===== src/rtl/tcc_pkg.sv =====
// Package for the Type-C CC control register bank: map, fields, resets, timing
package tcc_pkg;

    // ------------------------------------------------------------
    // Register offsets
    // ------------------------------------------------------------
    localparam logic [7:0] OFF_CHANGE_REQ = 8'h20;
    localparam logic [7:0] OFF_MODE_ENABLES = 8'h21;
    localparam logic [7:0] OFF_CURRENT_SELECT = 8'h22;
    localparam logic [7:0] OFF_FSM_ENABLE = 8'h23;
    localparam logic [7:0] OFF_TIMING_LOCK = 8'h24;
    localparam logic [7:0] OFF_SINK_CONDITIONS = 8'h25;
    localparam logic [7:0] OFF_LADDER_DEBOUNCE = 8'h26;

    // ------------------------------------------------------------
    // Reset values
    // ------------------------------------------------------------
    localparam logic [7:0] RST_MODE_ENABLES = 8'h8D;
    localparam logic [7:0] RST_CURRENT_SELECT = 8'h00;
    localparam logic [7:0] RST_FSM_ENABLE = 8'h01;
    localparam logic [7:0] RST_TIMING_LOCK = 8'h00;
    localparam logic [7:0] RST_SINK_CONDITIONS = 8'h03;
    localparam logic [7:0] RST_LADDER_DEBOUNCE = 8'h00;

    // ------------------------------------------------------------
    // Field positions and masks
    // ------------------------------------------------------------
    localparam int BIT_CHANGE_REQ = 5;
    localparam int BIT_VCONN_AUTO = 7;
    localparam int BIT_TRY_SINK = 6;
    localparam int BIT_DBG_SRC = 4;
    localparam int BIT_DBG_SNK = 3;
    localparam int BIT_AUDIO = 2;
    localparam int BIT_SRC_EN = 1;
    localparam int BIT_SNK_EN = 0;
    localparam int POS_ADV_CURRENT = 5;
    localparam int POS_LOWPOWER = 3;
    localparam int POS_FORCED = 0;
    localparam int BIT_FSM_RUN = 0;
    localparam int BIT_TRYWAIT_SHORT = 5;
    localparam int BIT_ERR_HOLD = 4;
    localparam int POS_DUAL_DUTY = 0;
    localparam int BIT_VBUS_IGNORE = 1;
    localparam int BIT_SINK_EXIT = 0;
    localparam int BIT_LADDER_OFF = 6;
    localparam int POS_QUICK_DEB = 0;
    localparam logic [7:0] MASK_MODE_ENABLES = 8'hDF;
    localparam logic [7:0] MASK_CURRENT_SELECT = 8'h7F;
    localparam logic [7:0] MASK_FSM_ENABLE = 8'h31;
    localparam logic [7:0] MASK_TIMING_LOCK = 8'h33;
    localparam logic [7:0] MASK_SINK_CONDITIONS = 8'h03;
    localparam logic [7:0] MASK_LADDER_DEBOUNCE = 8'h43;

    // ------------------------------------------------------------
    // Encodings
    // ------------------------------------------------------------
    localparam logic [1:0] ADV_RESERVED = 2'h3;
    localparam logic [2:0] STATE_DFP = 3'h2;
    localparam logic [2:0] FORCED_AUTO = 3'h0;
    localparam logic [1:0] LP_NORMAL = 2'h0;
    localparam logic [1:0] LP_5UA = 2'h1;
    localparam logic [1:0] LP_1UA = 2'h2;
    localparam logic [8:0] UA_1 = 9'h001;
    localparam logic [8:0] UA_5 = 9'h005;
    localparam logic [8:0] UA_80 = 9'h050;
    localparam logic [8:0] UA_180 = 9'h0B4;
    localparam logic [8:0] UA_330 = 9'h14A;
    localparam logic [6:0] DUTY_35 = 7'h23;
    localparam logic [6:0] DUTY_40 = 7'h28;
    localparam logic [6:0] DUTY_45 = 7'h2D;
    localparam logic [6:0] DUTY_50 = 7'h32;

    // ------------------------------------------------------------
    // Timing
    // ------------------------------------------------------------
    localparam int CLK_KHZ = 250000;
    localparam int TRYWAIT_LONG_MS = 120;
    localparam int TRYWAIT_SHORT_MS = 15;
    localparam int QDEB_0_MS = 1;
    localparam int QDEB_1_MS = 2;
    localparam int QDEB_2_MS = 3;
    localparam int QDEB_3_MS = 20;
    localparam int TRYWAIT_LONG_CYC = TRYWAIT_LONG_MS * CLK_KHZ;
    localparam int TRYWAIT_SHORT_CYC = TRYWAIT_SHORT_MS * CLK_KHZ;
    localparam int QDEB_0_CYC = QDEB_0_MS * CLK_KHZ;
    localparam int QDEB_1_CYC = QDEB_1_MS * CLK_KHZ;
    localparam int QDEB_2_CYC = QDEB_2_MS * CLK_KHZ;
    localparam int QDEB_3_CYC = QDEB_3_MS * CLK_KHZ;

    typedef struct packed {
        logic fsm_run;
        logic vconn_on;
        logic try_sink_permit;
        logic dbg_acc_source_detect_en;
        logic dbg_acc_sink_detect_en;
        logic audio_acc_detect_en;
        logic source_role_detect_en;
        logic sink_role_detect_en;
        logic error_recovery_hold;
        logic vbus_ignore_on_attach;
        logic sink_exit_select;
        logic resistor_ladder_off;
        logic drp_toggle;
        logic [6:0] dual_role_duty_pct;
        logic [8:0] unattached_src_ua;
        logic forced_active;
        logic forced_no_source;
        logic [8:0] forced_ua;
        logic [1:0] adv_current_applied;
        logic [31:0] trywait_debounce_cyc;
        logic [31:0] quick_debounce_two_cyc;
    } tcc_cfg_t;

endpackage


===== src/rtl/tcc_cc_control_regs.sv =====
// Type-C CC control register bank with decoded controls for the detection FSM
//
// What this block does
// - Force bit at zero holds VCONN off; at one VCONN follows the FSM.
// - Try.SNK entry allowed only while the Try.SNK permit bit is one.
// - Debug accessory source-mode detection enabled only while its bit is set.
// - Debug accessory sink-mode detection enabled only while its bit is set.
// - Audio adapter detection enabled only while its enable bit is set.
// - Source detection follows source enable bit; sink detection follows sink bit.
// - Advertised-current field captured when software writes one to change request, unless it holds reserved code 3, which clears the request.
// - Captured current change applies only while the state code reads 010.
// - Low-power field picks 80, 5 or 1 microamp source in Unattached.SRC.
// - Forced-current code zero leaves current source choice to the FSM.
// - Codes one to five force 1/5/80/180/330 microamps; other codes force none.
// - Detection FSM runs only while the detection enable bit is one.
// - TryWait.SRC to Attached.SRC debounce is 120 ms, or 15 ms when short.
// - Error-lock bit at one keeps the FSM in ErrorRecovery.
// - With both roles enabled, duty field sets Unattached.SRC share 35 to 50 percent.
// - VBUS-ignore bit at one skips VBUS check on sink attach.
// - Sink exit select adds CC below Ra/Rd threshold as exit cause.
// - Ladder disable bit high disconnects the CC resistor ladder.
// - Quick second debounce is 1, 2, 3 or 20 ms by two-bit field.
// - Change request bit clears itself once the pull-up change is applied.
`timescale 1ns/1ps

module tcc_cc_control_regs #(
    parameter int TRYWAIT_LONG_CYC = tcc_pkg::TRYWAIT_LONG_CYC,
    parameter int TRYWAIT_SHORT_CYC = tcc_pkg::TRYWAIT_SHORT_CYC,
    parameter int QDEB_0_CYC = tcc_pkg::QDEB_0_CYC,
    parameter int QDEB_1_CYC = tcc_pkg::QDEB_1_CYC,
    parameter int QDEB_2_CYC = tcc_pkg::QDEB_2_CYC,
    parameter int QDEB_3_CYC = tcc_pkg::QDEB_3_CYC
) (
    input wire logic clk,
    input wire logic arst_n,
    input wire logic [7:0] reg_addr,
    input wire logic [7:0] reg_wdata,
    input wire logic reg_wr,
    input wire logic reg_rd,
    output logic [7:0] reg_rdata,
    output logic reg_rvalid,
    input wire logic [2:0] attach_state_code,
    input wire logic fsm_vconn_request,
    output tcc_pkg::tcc_cfg_t cfg
);

    // ------------------------------------------------------------
    // Storage
    // ------------------------------------------------------------
    logic [7:0] mode_enables_reg;
    logic [7:0] current_select_reg;
    logic [7:0] fsm_enable_reg;
    logic [7:0] timing_lock_reg;
    logic [7:0] sink_conditions_reg;
    logic [7:0] ladder_debounce_reg;
    logic change_req_reg;
    logic change_req_next;
    logic [1:0] pending_current_reg;
    logic [1:0] pending_current_next;
    logic [1:0] applied_current_reg;
    logic [1:0] applied_current_next;
    logic [7:0] rdata_reg;
    logic [7:0] rdata_next;
    logic rvalid_reg;
    tcc_pkg::tcc_cfg_t cfg_reg;
    tcc_pkg::tcc_cfg_t cfg_next;

    logic wr_change;
    logic wr_mode;
    logic wr_current;
    logic wr_fsm;
    logic wr_timing;
    logic wr_sink;
    logic wr_ladder;
    logic [1:0] req_field;
    logic capture;
    logic apply;

    assign wr_change = reg_wr && (reg_addr == tcc_pkg::OFF_CHANGE_REQ);
    assign wr_mode = reg_wr && (reg_addr == tcc_pkg::OFF_MODE_ENABLES);
    assign wr_current = reg_wr && (reg_addr == tcc_pkg::OFF_CURRENT_SELECT);
    assign wr_fsm = reg_wr && (reg_addr == tcc_pkg::OFF_FSM_ENABLE);
    assign wr_timing = reg_wr && (reg_addr == tcc_pkg::OFF_TIMING_LOCK);
    assign wr_sink = reg_wr && (reg_addr == tcc_pkg::OFF_SINK_CONDITIONS);
    assign wr_ladder = reg_wr && (reg_addr == tcc_pkg::OFF_LADDER_DEBOUNCE);

    // Field as it stands when the request is written, not a later rewrite
    assign req_field = current_select_reg[tcc_pkg::POS_ADV_CURRENT +: 2];
    assign capture = wr_change && reg_wdata[tcc_pkg::BIT_CHANGE_REQ];
    assign apply = change_req_reg && (attach_state_code == tcc_pkg::STATE_DFP);

    // ------------------------------------------------------------
    // Plain configuration registers
    // ------------------------------------------------------------
    always_ff @(posedge clk or negedge arst_n) begin
        if (!arst_n) begin
            mode_enables_reg <= tcc_pkg::RST_MODE_ENABLES;
            current_select_reg <= tcc_pkg::RST_CURRENT_SELECT;
            fsm_enable_reg <= tcc_pkg::RST_FSM_ENABLE;
            timing_lock_reg <= tcc_pkg::RST_TIMING_LOCK;
            sink_conditions_reg <= tcc_pkg::RST_SINK_CONDITIONS;
            ladder_debounce_reg <= tcc_pkg::RST_LADDER_DEBOUNCE;
        end else begin
            if (wr_mode) begin
                mode_enables_reg <= reg_wdata & tcc_pkg::MASK_MODE_ENABLES;
            end
            if (wr_current) begin
                current_select_reg <= reg_wdata & tcc_pkg::MASK_CURRENT_SELECT;
            end
            if (wr_fsm) begin
                fsm_enable_reg <= reg_wdata & tcc_pkg::MASK_FSM_ENABLE;
            end
            if (wr_timing) begin
                timing_lock_reg <= reg_wdata & tcc_pkg::MASK_TIMING_LOCK;
            end
            if (wr_sink) begin
                sink_conditions_reg <= reg_wdata & tcc_pkg::MASK_SINK_CONDITIONS;
            end
            if (wr_ladder) begin
                ladder_debounce_reg <= reg_wdata & tcc_pkg::MASK_LADDER_DEBOUNCE;
            end
        end
    end

    // ------------------------------------------------------------
    // Advertised-current change request
    // ------------------------------------------------------------
    // A fresh request in the apply cycle wins over the self-clear
    always_comb begin
        change_req_next = change_req_reg;
        pending_current_next = pending_current_reg;
        applied_current_next = applied_current_reg;
        if (apply) begin
            applied_current_next = pending_current_reg;
            change_req_next = 1'b0;
        end
        if (capture) begin
            if (req_field == tcc_pkg::ADV_RESERVED) begin
                change_req_next = 1'b0;
            end else begin
                pending_current_next = req_field;
                change_req_next = 1'b1;
            end
        end
    end

    always_ff @(posedge clk or negedge arst_n) begin
        if (!arst_n) begin
            change_req_reg <= 1'b0;
            pending_current_reg <= 2'h0;
            applied_current_reg <= 2'h0;
        end else begin
            change_req_reg <= change_req_next;
            pending_current_reg <= pending_current_next;
            applied_current_reg <= applied_current_next;
        end
    end

    // ------------------------------------------------------------
    // Read path
    // ------------------------------------------------------------
    always_comb begin
        rdata_next = 8'h00;
        unique case (reg_addr)
            tcc_pkg::OFF_CHANGE_REQ: begin
                rdata_next[tcc_pkg::BIT_CHANGE_REQ] = change_req_reg;
            end
            tcc_pkg::OFF_MODE_ENABLES: begin
                rdata_next = mode_enables_reg;
            end
            tcc_pkg::OFF_CURRENT_SELECT: begin
                rdata_next = current_select_reg;
            end
            tcc_pkg::OFF_FSM_ENABLE: begin
                rdata_next = fsm_enable_reg;
            end
            tcc_pkg::OFF_TIMING_LOCK: begin
                rdata_next = timing_lock_reg;
            end
            tcc_pkg::OFF_SINK_CONDITIONS: begin
                rdata_next = sink_conditions_reg;
            end
            tcc_pkg::OFF_LADDER_DEBOUNCE: begin
                rdata_next = ladder_debounce_reg;
            end
            default: begin
                rdata_next = 8'h00;
            end
        endcase
    end

    always_ff @(posedge clk or negedge arst_n) begin
        if (!arst_n) begin
            rdata_reg <= 8'h00;
            rvalid_reg <= 1'b0;
        end else begin
            rvalid_reg <= reg_rd;
            if (reg_rd) begin
                rdata_reg <= rdata_next;
            end
        end
    end

    assign reg_rdata = rdata_reg;
    assign reg_rvalid = rvalid_reg;

    // ------------------------------------------------------------
    // Decoded controls toward the detection FSM
    // ------------------------------------------------------------
    always_comb begin
        cfg_next = '0;
        cfg_next.fsm_run = fsm_enable_reg[tcc_pkg::BIT_FSM_RUN];
        // VCONN gated even if the FSM asks, so software can kill it
        cfg_next.vconn_on = mode_enables_reg[tcc_pkg::BIT_VCONN_AUTO]
            && fsm_vconn_request;
        cfg_next.try_sink_permit = mode_enables_reg[tcc_pkg::BIT_TRY_SINK];
        cfg_next.dbg_acc_source_detect_en = mode_enables_reg[tcc_pkg::BIT_DBG_SRC];
        cfg_next.dbg_acc_sink_detect_en = mode_enables_reg[tcc_pkg::BIT_DBG_SNK];
        cfg_next.audio_acc_detect_en = mode_enables_reg[tcc_pkg::BIT_AUDIO];
        cfg_next.source_role_detect_en = mode_enables_reg[tcc_pkg::BIT_SRC_EN];
        cfg_next.sink_role_detect_en = mode_enables_reg[tcc_pkg::BIT_SNK_EN];
        cfg_next.error_recovery_hold = timing_lock_reg[tcc_pkg::BIT_ERR_HOLD];
        cfg_next.vbus_ignore_on_attach =
            sink_conditions_reg[tcc_pkg::BIT_VBUS_IGNORE];
        cfg_next.sink_exit_select = sink_conditions_reg[tcc_pkg::BIT_SINK_EXIT];
        cfg_next.resistor_ladder_off =
            ladder_debounce_reg[tcc_pkg::BIT_LADDER_OFF];
        cfg_next.adv_current_applied = applied_current_reg;

        // Duty only meaningful when toggling between both roles
        cfg_next.drp_toggle = mode_enables_reg[tcc_pkg::BIT_SRC_EN]
            && mode_enables_reg[tcc_pkg::BIT_SNK_EN];
        if (cfg_next.drp_toggle) begin
            unique case (timing_lock_reg[tcc_pkg::POS_DUAL_DUTY +: 2])
                2'h0: cfg_next.dual_role_duty_pct = tcc_pkg::DUTY_35;
                2'h1: cfg_next.dual_role_duty_pct = tcc_pkg::DUTY_40;
                2'h2: cfg_next.dual_role_duty_pct = tcc_pkg::DUTY_45;
                2'h3: cfg_next.dual_role_duty_pct = tcc_pkg::DUTY_50;
            endcase
        end

        unique case (current_select_reg[tcc_pkg::POS_LOWPOWER +: 2])
            tcc_pkg::LP_5UA: cfg_next.unattached_src_ua = tcc_pkg::UA_5;
            tcc_pkg::LP_1UA: cfg_next.unattached_src_ua = tcc_pkg::UA_1;
            default: cfg_next.unattached_src_ua = tcc_pkg::UA_80;
        endcase

        cfg_next.forced_active =
            current_select_reg[tcc_pkg::POS_FORCED +: 3] != tcc_pkg::FORCED_AUTO;
        unique case (current_select_reg[tcc_pkg::POS_FORCED +: 3])
            3'h0: cfg_next.forced_ua = 9'h000;
            3'h1: cfg_next.forced_ua = tcc_pkg::UA_1;
            3'h2: cfg_next.forced_ua = tcc_pkg::UA_5;
            3'h3: cfg_next.forced_ua = tcc_pkg::UA_80;
            3'h4: cfg_next.forced_ua = tcc_pkg::UA_180;
            3'h5: cfg_next.forced_ua = tcc_pkg::UA_330;
            default: begin
                cfg_next.forced_ua = 9'h000;
                cfg_next.forced_no_source = 1'b1;
            end
        endcase

        if (timing_lock_reg[tcc_pkg::BIT_TRYWAIT_SHORT]) begin
            cfg_next.trywait_debounce_cyc = TRYWAIT_SHORT_CYC[31:0];
        end else begin
            cfg_next.trywait_debounce_cyc = TRYWAIT_LONG_CYC[31:0];
        end

        unique case (ladder_debounce_reg[tcc_pkg::POS_QUICK_DEB +: 2])
            2'h0: cfg_next.quick_debounce_two_cyc = QDEB_0_CYC[31:0];
            2'h1: cfg_next.quick_debounce_two_cyc = QDEB_1_CYC[31:0];
            2'h2: cfg_next.quick_debounce_two_cyc = QDEB_2_CYC[31:0];
            2'h3: cfg_next.quick_debounce_two_cyc = QDEB_3_CYC[31:0];
        endcase
    end

    // Registered so the FSM sees glitch-free controls; costs one cycle
    always_ff @(posedge clk or negedge arst_n) begin
        if (!arst_n) begin
            cfg_reg <= '0;
        end else begin
            cfg_reg <= cfg_next;
        end
    end

    assign cfg = cfg_reg;

endmodule


===== config.mk =====
export PLATFORM = sky130hd
export DESIGN_NAME = tcc_cc_control_regs
export DESIGN_NICKNAME = d
export VERILOG_FILES = /design/src/rtl/tcc_pkg.sv /design/src/rtl/tcc_cc_control_regs.sv
export SDC_FILE = /design/constraint.sdc
export NUM_CORES = 1
export LEC_CHECK = 0
export ABC_AREA = 1
export BUFFER_PORTS_ARGS = -buffer_cell sky130_fd_sc_hd__buf_2
export CAP_MARGIN = 20
export CORE_MARGIN = 2
export CORE_UTILIZATION = 53
export DETAILED_ROUTE_END_ITERATION = 8
export GPL_TIMING_DRIVEN = 0
export PLACE_DENSITY = 0.83
export SYNTH_ARGS = -nofsm -noshare
export SYNTH_HDL_FRONTEND = slang
export SYNTH_SLANG_ARGS = --single-unit
export TNS_END_PERCENT = 30

===== constraint.sdc =====
create_clock -name clk -period 1.8 [get_ports clk]
set_input_delay 0.54 -clock clk [delete_from_list [all_inputs] [get_ports clk]]
set_output_delay 0.54 -clock clk [all_outputs]
set_load 0.02 [all_outputs]

==> results of run 1 <==
==> cell type report <==
cell class | instances | area [µm²] | area share
plain buffers | 67 | 510.5 | 0.1070
clock buffers | 12 | 155.1 | 0.03251
multi-input cells | 225 | 1119 | 0.2344
inverters | 45 | 168.9 | 0.03540
well taps | 96 | 120.1 | 0.02517
repair buffers | 103 | 540.5 | 0.1133
clock inverters | 4 | 72.57 | 0.01521
flip-flops and latches | 83 | 2086 | 0.4371
==> power groups by stage <==
stage	registers (µW)	clock network, µW	logic [µW]
floorplan	2150	0	321
global placement	2070	0	576
detailed placement	2080	0	599
CTS	2040	1510	600
global route	2050	1590	656
finish	2040	1490	599
==> cells in the final DEF, fill, tap and decap left out, drive strengths merged <==
cell type / n
clkinv: 2
buf: 170
bufinv: 2
conb: 37
clkinvlp: 1
o21a: 5
nor2: 25
o21ai: 32
dfrtp: 76
o31ai: 1
nand3: 25
clkbuf: 12
a21oi: 4
o22ai: 3
dfstp: 7
ha: 11
o21bai: 1
nand2: 78
nor3: 1
o211ai: 1
inv: 44
nand4: 1
==> worst paths after layout <==
check,slack [ns],endpoint,from
hold reg to reg,0.38,cfg[65]$_DFF_PN0_,applied_current_reg[1]$_DFFE_PN0P_
max in group asynchronous,1.05,mode_enables_reg[3]$_DFFE_PN1P_,arst_n
setup reg to reg,0.60,cfg[72]$_DFF_PN0_,current_select_reg[1]$_DFFE_PN0P_
min in group clk,0.38,cfg[65]$_DFF_PN0_,applied_current_reg[1]$_DFFE_PN0P_
hold / removal,0.12,cfg[86]$_DFF_PN0_,arst_n
setup / recovery,0.17,cfg[41],cfg[55]$_DFF_PN0_
==> metal layers <==
layer | global-route usage | share of wire | vias to the layer above
met2 | 0.3567 | 0.51 | 110
met5 | 0 | 0 | -
met3 | 0.05561 | 0.061 | 9
met1 | 0.2348 | 0.42 | 1314
li1 | - | - | 1404
met4 | 0.05372 | 0.0099 | 0
==> through the flow <==
stage	instance area, µm²	cells	worst slack (ns)
floorplan	3884	420	0.4079
global placement	4514	618	-0.3328
detailed placement	4544	619	0.09494
CTS	4772	635	0.1520
global route	4772	635	0.1070
finish	4772	635	0.1713
==> cell families after synthesis <==
| logic type | Yosys count |
|---|---|
| and+or+nand+nor | 130 |
| DFF | 83 |
| other | 2 |
| adders and majority gates | 11 |
| buffers and inverters | 112 |
| AOI/OAI and AO/OA | 47 |
==> impl_metrics.ini, run 1 <==
[detailed_routing]
via_count = 2837
drtIter0Drc = 107
wl_per_cell_um = 12.07
drc = 0
firstDrtPassIters = 4
routed_wl_um = 7663
vias_per_cell = 4.468
ant_nets = 0

[die]
die_x_um = 88.14
core_area_mm2 = 0.006832
dieArea_mm2 = 0.007769
io_pins = 139
rows = 30
start_util = 0.5493
die_height_um = 88.14

[sta]
fin_crit_ns = 1.629
hold_violations = 0
rsz0062_at_grt = no
setup_tns_ns = 0
worst_hold_slack_ns = 0.1185
timing.fmax_mhz = 614.0
finalCritPeriodShare = 0.9048
finalClockSkew_ns = 0.01051
slew_viol_final = 0
setup_viol = 0

[clock_network]
cts_repair_resize_count = 0
insertion_delay_ns = 0.35
clock_tree.buffer_depth = 2
cts_root_buf = clkbuf_8
clk_pin_slew_ns = 0.08
ctsHtreeMaxLevel = 3
cts_tree = done
cts_buffers = 9
cts.sinks = 83
cts_setup_buffers = 0
ctsHoldBuffers = 0

[yosys]
postSynthAreaPerCell_um2 = 9.746
yosys.area.top_type = dfrtp_1
async_flop_share = 1.000
synth.distinct_cells = 25
synth_common_cells = dfrtp_1, nand2_1, buf_4
synthesis.instances = 385
synth_ff_type = dfrtp_1
synth_compound_area_frac = 0.06902
synth_top_area_share = 0.5068
muxShareOfSynthArea = 0
synth_fa_ha_area_frac = 0.03668
yosysSeqAreaShare = 0.5559
synthXorXnorAreaFrac = 0
yosys_warnings = 0
synth_most_common_cell = dfrtp_1
synth-simple-area-share = 0.1554
synth_top_family_by_area = buffers and inverters
ys_top_cells_by_area = dfrtp_1, buf_4, nand2_1, dfstp_2, inv_1
synth_area_mm2 = 0.003752
synth_edf_count = 0
ys_ff_latch = 83

[critical_path]
required_ns = 1.26
reg2reg_depth = 5
critical_path.top_delay_family = flip-flops
cp_max_fo = 8
start_kind = flip-flop
end_kind = output port
cp.depth = 2
critPathKind = reg2out
worstPathArrival_ns = 1.09
critical_path.cell_chain = buf_4 -> buf_2
cp_slowest_cell = dfrtp_1
crit_buf_inv = 2
max_stage_delay_ns = 0.45

[power_and_ir_drop]
power.leakage_uw = 0.002682
swShare = 0.2607
p_per_area_mw_per_mm2 = 865.9
seqPwrFrac = 0.494
pwr-share-comb = 0.145
power.internal_uw = 3055
switchingPower_uw = 1077
clkPwrFrac = 0.361
power.total_uw = 4132
max-vdd-ir-drop_mv = 0.4050

[grt]
antenna_found_initial = 0
grt_pass1_vias = 2639
grt_max_degree = 55
grtUsageTotal = 0.1988
grt_pass1_wl_um = 11700
gr-total-overflow = 0

[layout]
syn_to_final_growth_pct = 27.18
fillers = 547
final_nets = 569
diodes = 0
largest_register_ffs = 43
postLayoutCoreUtil = 0.6985
drive_gt1_frac = 0.3785

[status]
status = finished clean

[place]
portBuffers = 102
hpwl_um = 5906
gp_congestion = 0.9009

[job]
cap_violations = 0

[min_path]
hold_class = in2async
Note: power is estimated with default switching activity, not from simulation.
==> inputs of run 2 (changes only) <==
- ABC_AREA: 1 -> not set
- GPL_TIMING_DRIVEN: 0 -> not set
- RECOVER_POWER: not set -> 25
==> impl_metrics.ini, run 2 <==
[sta]
slew_viol_final = 0
tightest_slew_ns = 1.190
timing.fmax_mhz = 530.7
worst_hold_slack_ns = 0.3841
rsz0062_at_grt = yes
fin_crit_ns = 1.884
max_slew_margin = 0.2067
finalCritPeriodShare = 1.047
finalClockSkew_ns = 0.009487
setup_tns_ns = -0.8118
setup_viol = 13
hold_violations = 0
finalWorstSetupSlack_ns = -0.08414

[place]
postPlaceCellArea_mm2 = 0.004189
hpwl_um = 5326
gp_congestion = 0.8407
portBuffers = 102

[yosys]
ys_top_cells_by_area = dfrtp_1, buf_4, mux2_2, dfstp_2, ha_1
synth_compound_area_frac = 0.04821
yosys.area.top_type = dfrtp_1
synth_ff_type = dfrtp_1
synth_top_family_by_area = buffers and inverters
synth.distinct_cells = 45
synth_edf_count = 0
synth_top_area_share = 0.5089
yosysSeqAreaShare = 0.5581
synthesis.instances = 306
synth_common_cells = dfrtp_1, buf_4, mux2_2
synth-simple-area-share = 0.09374
synthXorXnorAreaFrac = 0.002343
postSynthAreaPerCell_um2 = 12.21
ys_ff_latch = 83
synth_fa_ha_area_frac = 0.03683
async_flop_share = 1.000
synth_area_mm2 = 0.003737
synth_most_common_cell = dfrtp_1
yosys_warnings = 0
muxShareOfSynthArea = 0.1041

[die]
die_x_um = 87.98
io_pins = 139
core_area_mm2 = 0.006794
dieArea_mm2 = 0.007740
start_util = 0.5501
rows = 30
die_height_um = 87.98

[status]
failed_checks = setup timing
status = finished with violations

[power_and_ir_drop]
max-vdd-ir-drop_mv = 0.5746
switchingPower_uw = 992.3
power.total_uw = 4007
pwr-share-comb = 0.113
clkPwrFrac = 0.390
swShare = 0.2476
seqPwrFrac = 0.497
p_per_area_mw_per_mm2 = 886.9
power.leakage_uw = 0.002445
power.internal_uw = 3015

[layout]
final_nets = 440
syn_to_final_growth_pct = 20.89
drive_gt1_frac = 0.4537
postLayoutCoreUtil = 0.6650
final_cell_mix = buf_2, dfrtp_1, conb_1, inv_1, buf_4
fin_area_mm2 = 0.004518
fillers = 510
final_common_cell = buf_2
diodes = 0
largest_register_ffs = 43

[detailed_routing]
via_count = 2428
wl_per_cell_um = 13.96
ant_nets = 0
drc = 0
vias_per_cell = 4.798
routed_wl_um = 7066
drtIter0Drc = 132
firstDrtPassIters = 4

[clock_network]
insertion_delay_ns = 0.35
cts_setup_buffers = 0
clk_pin_slew_ns = 0.08
ctsHtreeMaxLevel = 3
cts_tree = done
cts_buffers = 9
cts.sinks = 83
cts_root_buf = clkbuf_8
clock_tree.buffer_depth = 2

[critical_path]
end_kind = flip-flop
worstPathArrival_ns = 2.12
start_kind = input pin
critPathKind = in2reg
required_ns = 2.04
cp_max_fo = 4

[grt]
gr-total-overflow = 0
grt_pass1_vias = 2265
grt_max_degree = 26
grtUsageTotal = 0.1914
antenna_found_initial = 0
grt_pass1_wl_um = 10970

[job]
cap_violations = 0

[min_path]
hold_class = reg2reg
==> run 2: cell types whose count changed in the layout (fill, tap and decap cells not counted), moves of 16 or more <==
cell | before | now
mux2_2 | 0 | 16
nand2_1 | 75 | 7
nand3_1 | 22 | 2
buf_4 | 66 | 17
inv_1 | 43 | 20
o21ai_0 | 29 | 6
==> run 2: what timing repair did <==
| item | CTS | global route |
|---|---|---|
| endpoints found under the setup margin | 28 | 16 |
| endpoints found under the hold margin | 0 | 0 |
| pin swaps | 0 | 3 |
| gates resized for setup | 10 | 17 |
| hold buffers | 0 | 0 |
==> run 2: final cells by class <==
| cell class | count | area, µm² | area share |
|---|---|---|---|
| clock buffer | 11 | 131.4 | 0.02908 |
| clock inverter | 5 | 102.6 | 0.02271 |
| inverter | 20 | 75.07 | 0.01662 |
| multi-input combinational | 167 | 1296 | 0.2869 |
| sequential | 83 | 2086 | 0.4616 |
| tap | 96 | 120.1 | 0.02659 |
| timing repair buffer | 124 | 706.9 | 0.1565 |
==> run 2: path summary, 6_finish.rpt <==
path,start,end,slack [ns],depth (start not counted)
max,reg_addr[7],current_select_reg[4]$_DFFE_PN0P_,-0.08,6
min,applied_current_reg[0]$_DFFE_PN0P_,cfg[64]$_DFF_PN0_,0.38,0
min reg2reg,applied_current_reg[0]$_DFFE_PN0P_,cfg[64]$_DFF_PN0_,0.38,0
max reg2reg,change_req_reg$_DFFE_PN0P_,applied_current_reg[1]$_DFFE_PN0P_,0.50,3
max in group asynchronous,arst_n,fsm_enable_reg[0]$_DFFE_PN1P_,0.21,2
min in group asynchronous,arst_n,cfg[64]$_DFF_PN0_,0.40,1
==> run 2: per-layer routing <==
layer | share of wire | GRT usage | wire [µm] | up-vias
li1 | - | - | - | 1122
met1 | 0.41 | 0.2315 | 2869 | 1178
met2 | 0.50 | 0.3175 | 3568 | 113
met3 | 0.067 | 0.04524 | 475 | 15
met4 | 0.022 | 0.1021 | 153 | 0
met5 | 0 | 0 | 0 | -
==> run 2: stage by stage <==
stage          worst slack (ns)  cells
6_report               -0.08414    506
5_1_grt                 -0.1252    506
4_1_cts                -0.06006    506
3_5_place_dp            -0.5267    490
3_3_place_gp            -0.4422    490
2_1_floorplan           -0.3796    341
==> run 2: kinds of logic after synthesis <==
kind of cell | Yosys count
buffers and inverters | 91
flip-flops | 83
AND/OR/NAND/NOR | 58
multiplexers | 35
AO/OA/AOI/OAI | 25
adder cells (fa/ha/maj) | 11
other | 2
XOR/XNOR | 1
==> run 2: worst max-delay path: stages <==
cell     delay [ns]
buf_6          0.09
or4b_4         0.55
nor3b_4        0.23
nor3b_4        0.26
buf_6          0.16
mux2_4         0.30
==> run 2: power groups by stage <==
stage	clock network (µW)	registers, µW	logic (µW)
2_1_floorplan	0	2060	304
3_3_place_gp	0	2020	433
3_5_place_dp	0	2030	444
4_1_cts	1590	1990	450
5_1_grt	1690	2000	499
6_report	1560	1990	455
==> inputs of run 3 (changes only) <==
- PLACE_DENSITY: 0.83 -> 0.85
==> impl_metrics.ini, run 3 (synthesis gave the netlist of run 2 again) <==
[layout]
final_nets = 436
drive_gt1_frac = 0.4384
seqCellArea_mm2 = 0.002086
largest_register_ffs = 43
fillers = 516
syn_to_final_growth_pct = 19.25
fin_cells = 502
final_cell_mix = buf_2, dfrtp_1, conb_1, mux2_2, inv_1
final_common_cell = buf_2
multi_input_area_mm2 = 0.001252
diodes = 0

[clock_network]
cts_tree = done
cts_setup_buffers = 0
cts_buffers = 9
cts_repair_resize_count = 12
cts_root_buf = clkbuf_8
ctsHtreeMaxLevel = 3
clock_tree.buffer_depth = 2
cts.sinks = 83
insertion_delay_ns = 0.35
ctsHoldBuffers = 0
clk_pin_slew_ns = 0.08

[sta]
slew_viol_final = 0
timing.fmax_mhz = 520.2
finalClockSkew_ns = 0.006928
setup_tns_ns = -1.052
worst_hold_slack_ns = 0.2684
tightest_slew_ns = 0.8246
max_slew_margin = 0.4503
finalCritPeriodShare = 1.068
fin_crit_ns = 1.922
setup_viol = 14
rsz0062_at_grt = yes
finalWorstSetupSlack_ns = -0.1224
hold_violations = 0

[place]
hpwl_um = 5022
dp_cells = 486
gp_congestion = 0.8453
preCtsSetupSlack_ns = -0.4794
portBuffers = 102

[job]
cap_violations = 0

[min_path]
hold_class = in2async

[power_and_ir_drop]
swShare = 0.2448
max-vdd-ir-drop_mv = 0.4577
power.total_uw = 4035
pwr-share-comb = 0.110
power.leakage_uw = 0.002428
power.internal_uw = 3047
switchingPower_uw = 988.1
p_per_area_mw_per_mm2 = 905.4
seqPwrFrac = 0.492
clkPwrFrac = 0.398

[critical_path]
r2r_end = applied_current_reg[1]$_DFFE_PN0P_
cp_max_fo = 4
required_ns = 2.04
start_kind = input pin
critPathKind = in2reg
reg2reg_slack_ns = 0.46
worstPathArrival_ns = 2.16
reg2reg_depth = 2
end_kind = flip-flop
r2r-start = change_req_reg$_DFFE_PN0P_

[die]
start_util = 0.5501
die_x_um = 87.98
rows = 30
die_height_um = 87.98
io_pins = 139
dieArea_mm2 = 0.007740
core_area_mm2 = 0.006794

[grt]
antenna_found_initial = 0
grt_pass1_wl_um = 10940
grtUsageTotal = 0.1902
grt_max_degree = 34
grt_pass1_vias = 2224
gr-total-overflow = 0

[detailed_routing]
via_count = 2384
firstDrtPassIters = 4
wl_per_cell_um = 13.51
drc = 0
routed_wl_um = 6784
vias_per_cell = 4.749
ant_nets = 0
drtIter0Drc = 79

[status]
failed_checks = setup timing
status = finished with violations
## run 3: cell type report
class                           instances  area share
Timing Repair Buffer                  120      0.1527
Clock inverter                          4     0.02190
Multi-Input combinational cell        167      0.2810
Inverter                               20     0.01684
Tap cell                               96     0.02695
Sequential cell                        83      0.4680
Clock buffer                           12     0.03257
## run 3: routing by layer
| layer | GRT usage | wire length [µm] | part of all wire | vias to the layer above |
|---|---|---|---|---|
| met4 | 0.08392 | 125 | 0.018 | 0 |
| met1 | 0.2400 | 2862 | 0.42 | 1153 |
| met3 | 0.04807 | 427 | 0.063 | 9 |
| met2 | 0.3113 | 3369 | 0.50 | 105 |
| met5 | 0 | 0 | 0 | - |
| li1 | - | - | - | 1117 |
## run 3: worst max-delay path: stages
cell,delay [ns]
buf_6,0.09
or4b_4,0.55
nor3b_4,0.23
nor3b_4,0.29
buf_6,0.16
mux2_4,0.30
## run 3: power groups by stage
| stage | Combinational (µW) | Clock [µW] | Sequential, µW |
|---|---|---|---|
| floorplan | 304 | 0 | 2060 |
| global placement | 436 | 0 | 2020 |
| detailed placement | 442 | 0 | 2030 |
| CTS | 449 | 1630 | 1990 |
| global route | 490 | 1720 | 2000 |
| finish | 443 | 1600 | 1990 |
## run 3: how the worst max path moves through the flow
stage | start | endpoint | depth (start not counted)
global route | reg_addr[3] | current_select_reg[3]$_DFFE_PN0P_ | 6
floorplan | reg_addr[3] | current_select_reg[0]$_DFFE_PN0P_ | 4
detailed placement | reg_addr[3] | current_select_reg[3]$_DFFE_PN0P_ | 6
finish | reg_addr[3] | current_select_reg[3]$_DFFE_PN0P_ | 6
global placement | reg_addr[3] | current_select_reg[6]$_DFFE_PN0P_ | 6
CTS | reg_addr[3] | current_select_reg[1]$_DFFE_PN0P_ | 6
## run 3: metrics by stage
stage / area [µm²] / util
2_1_floorplan: 3869 / -
3_3_place_gp: 4172 / 0.6140
3_5_place_dp: 4172 / 0.6140
4_1_cts: 4461 / 0.6565
5_1_grt: 4457 / 0.6560
6_report: 4457 / 0.6560
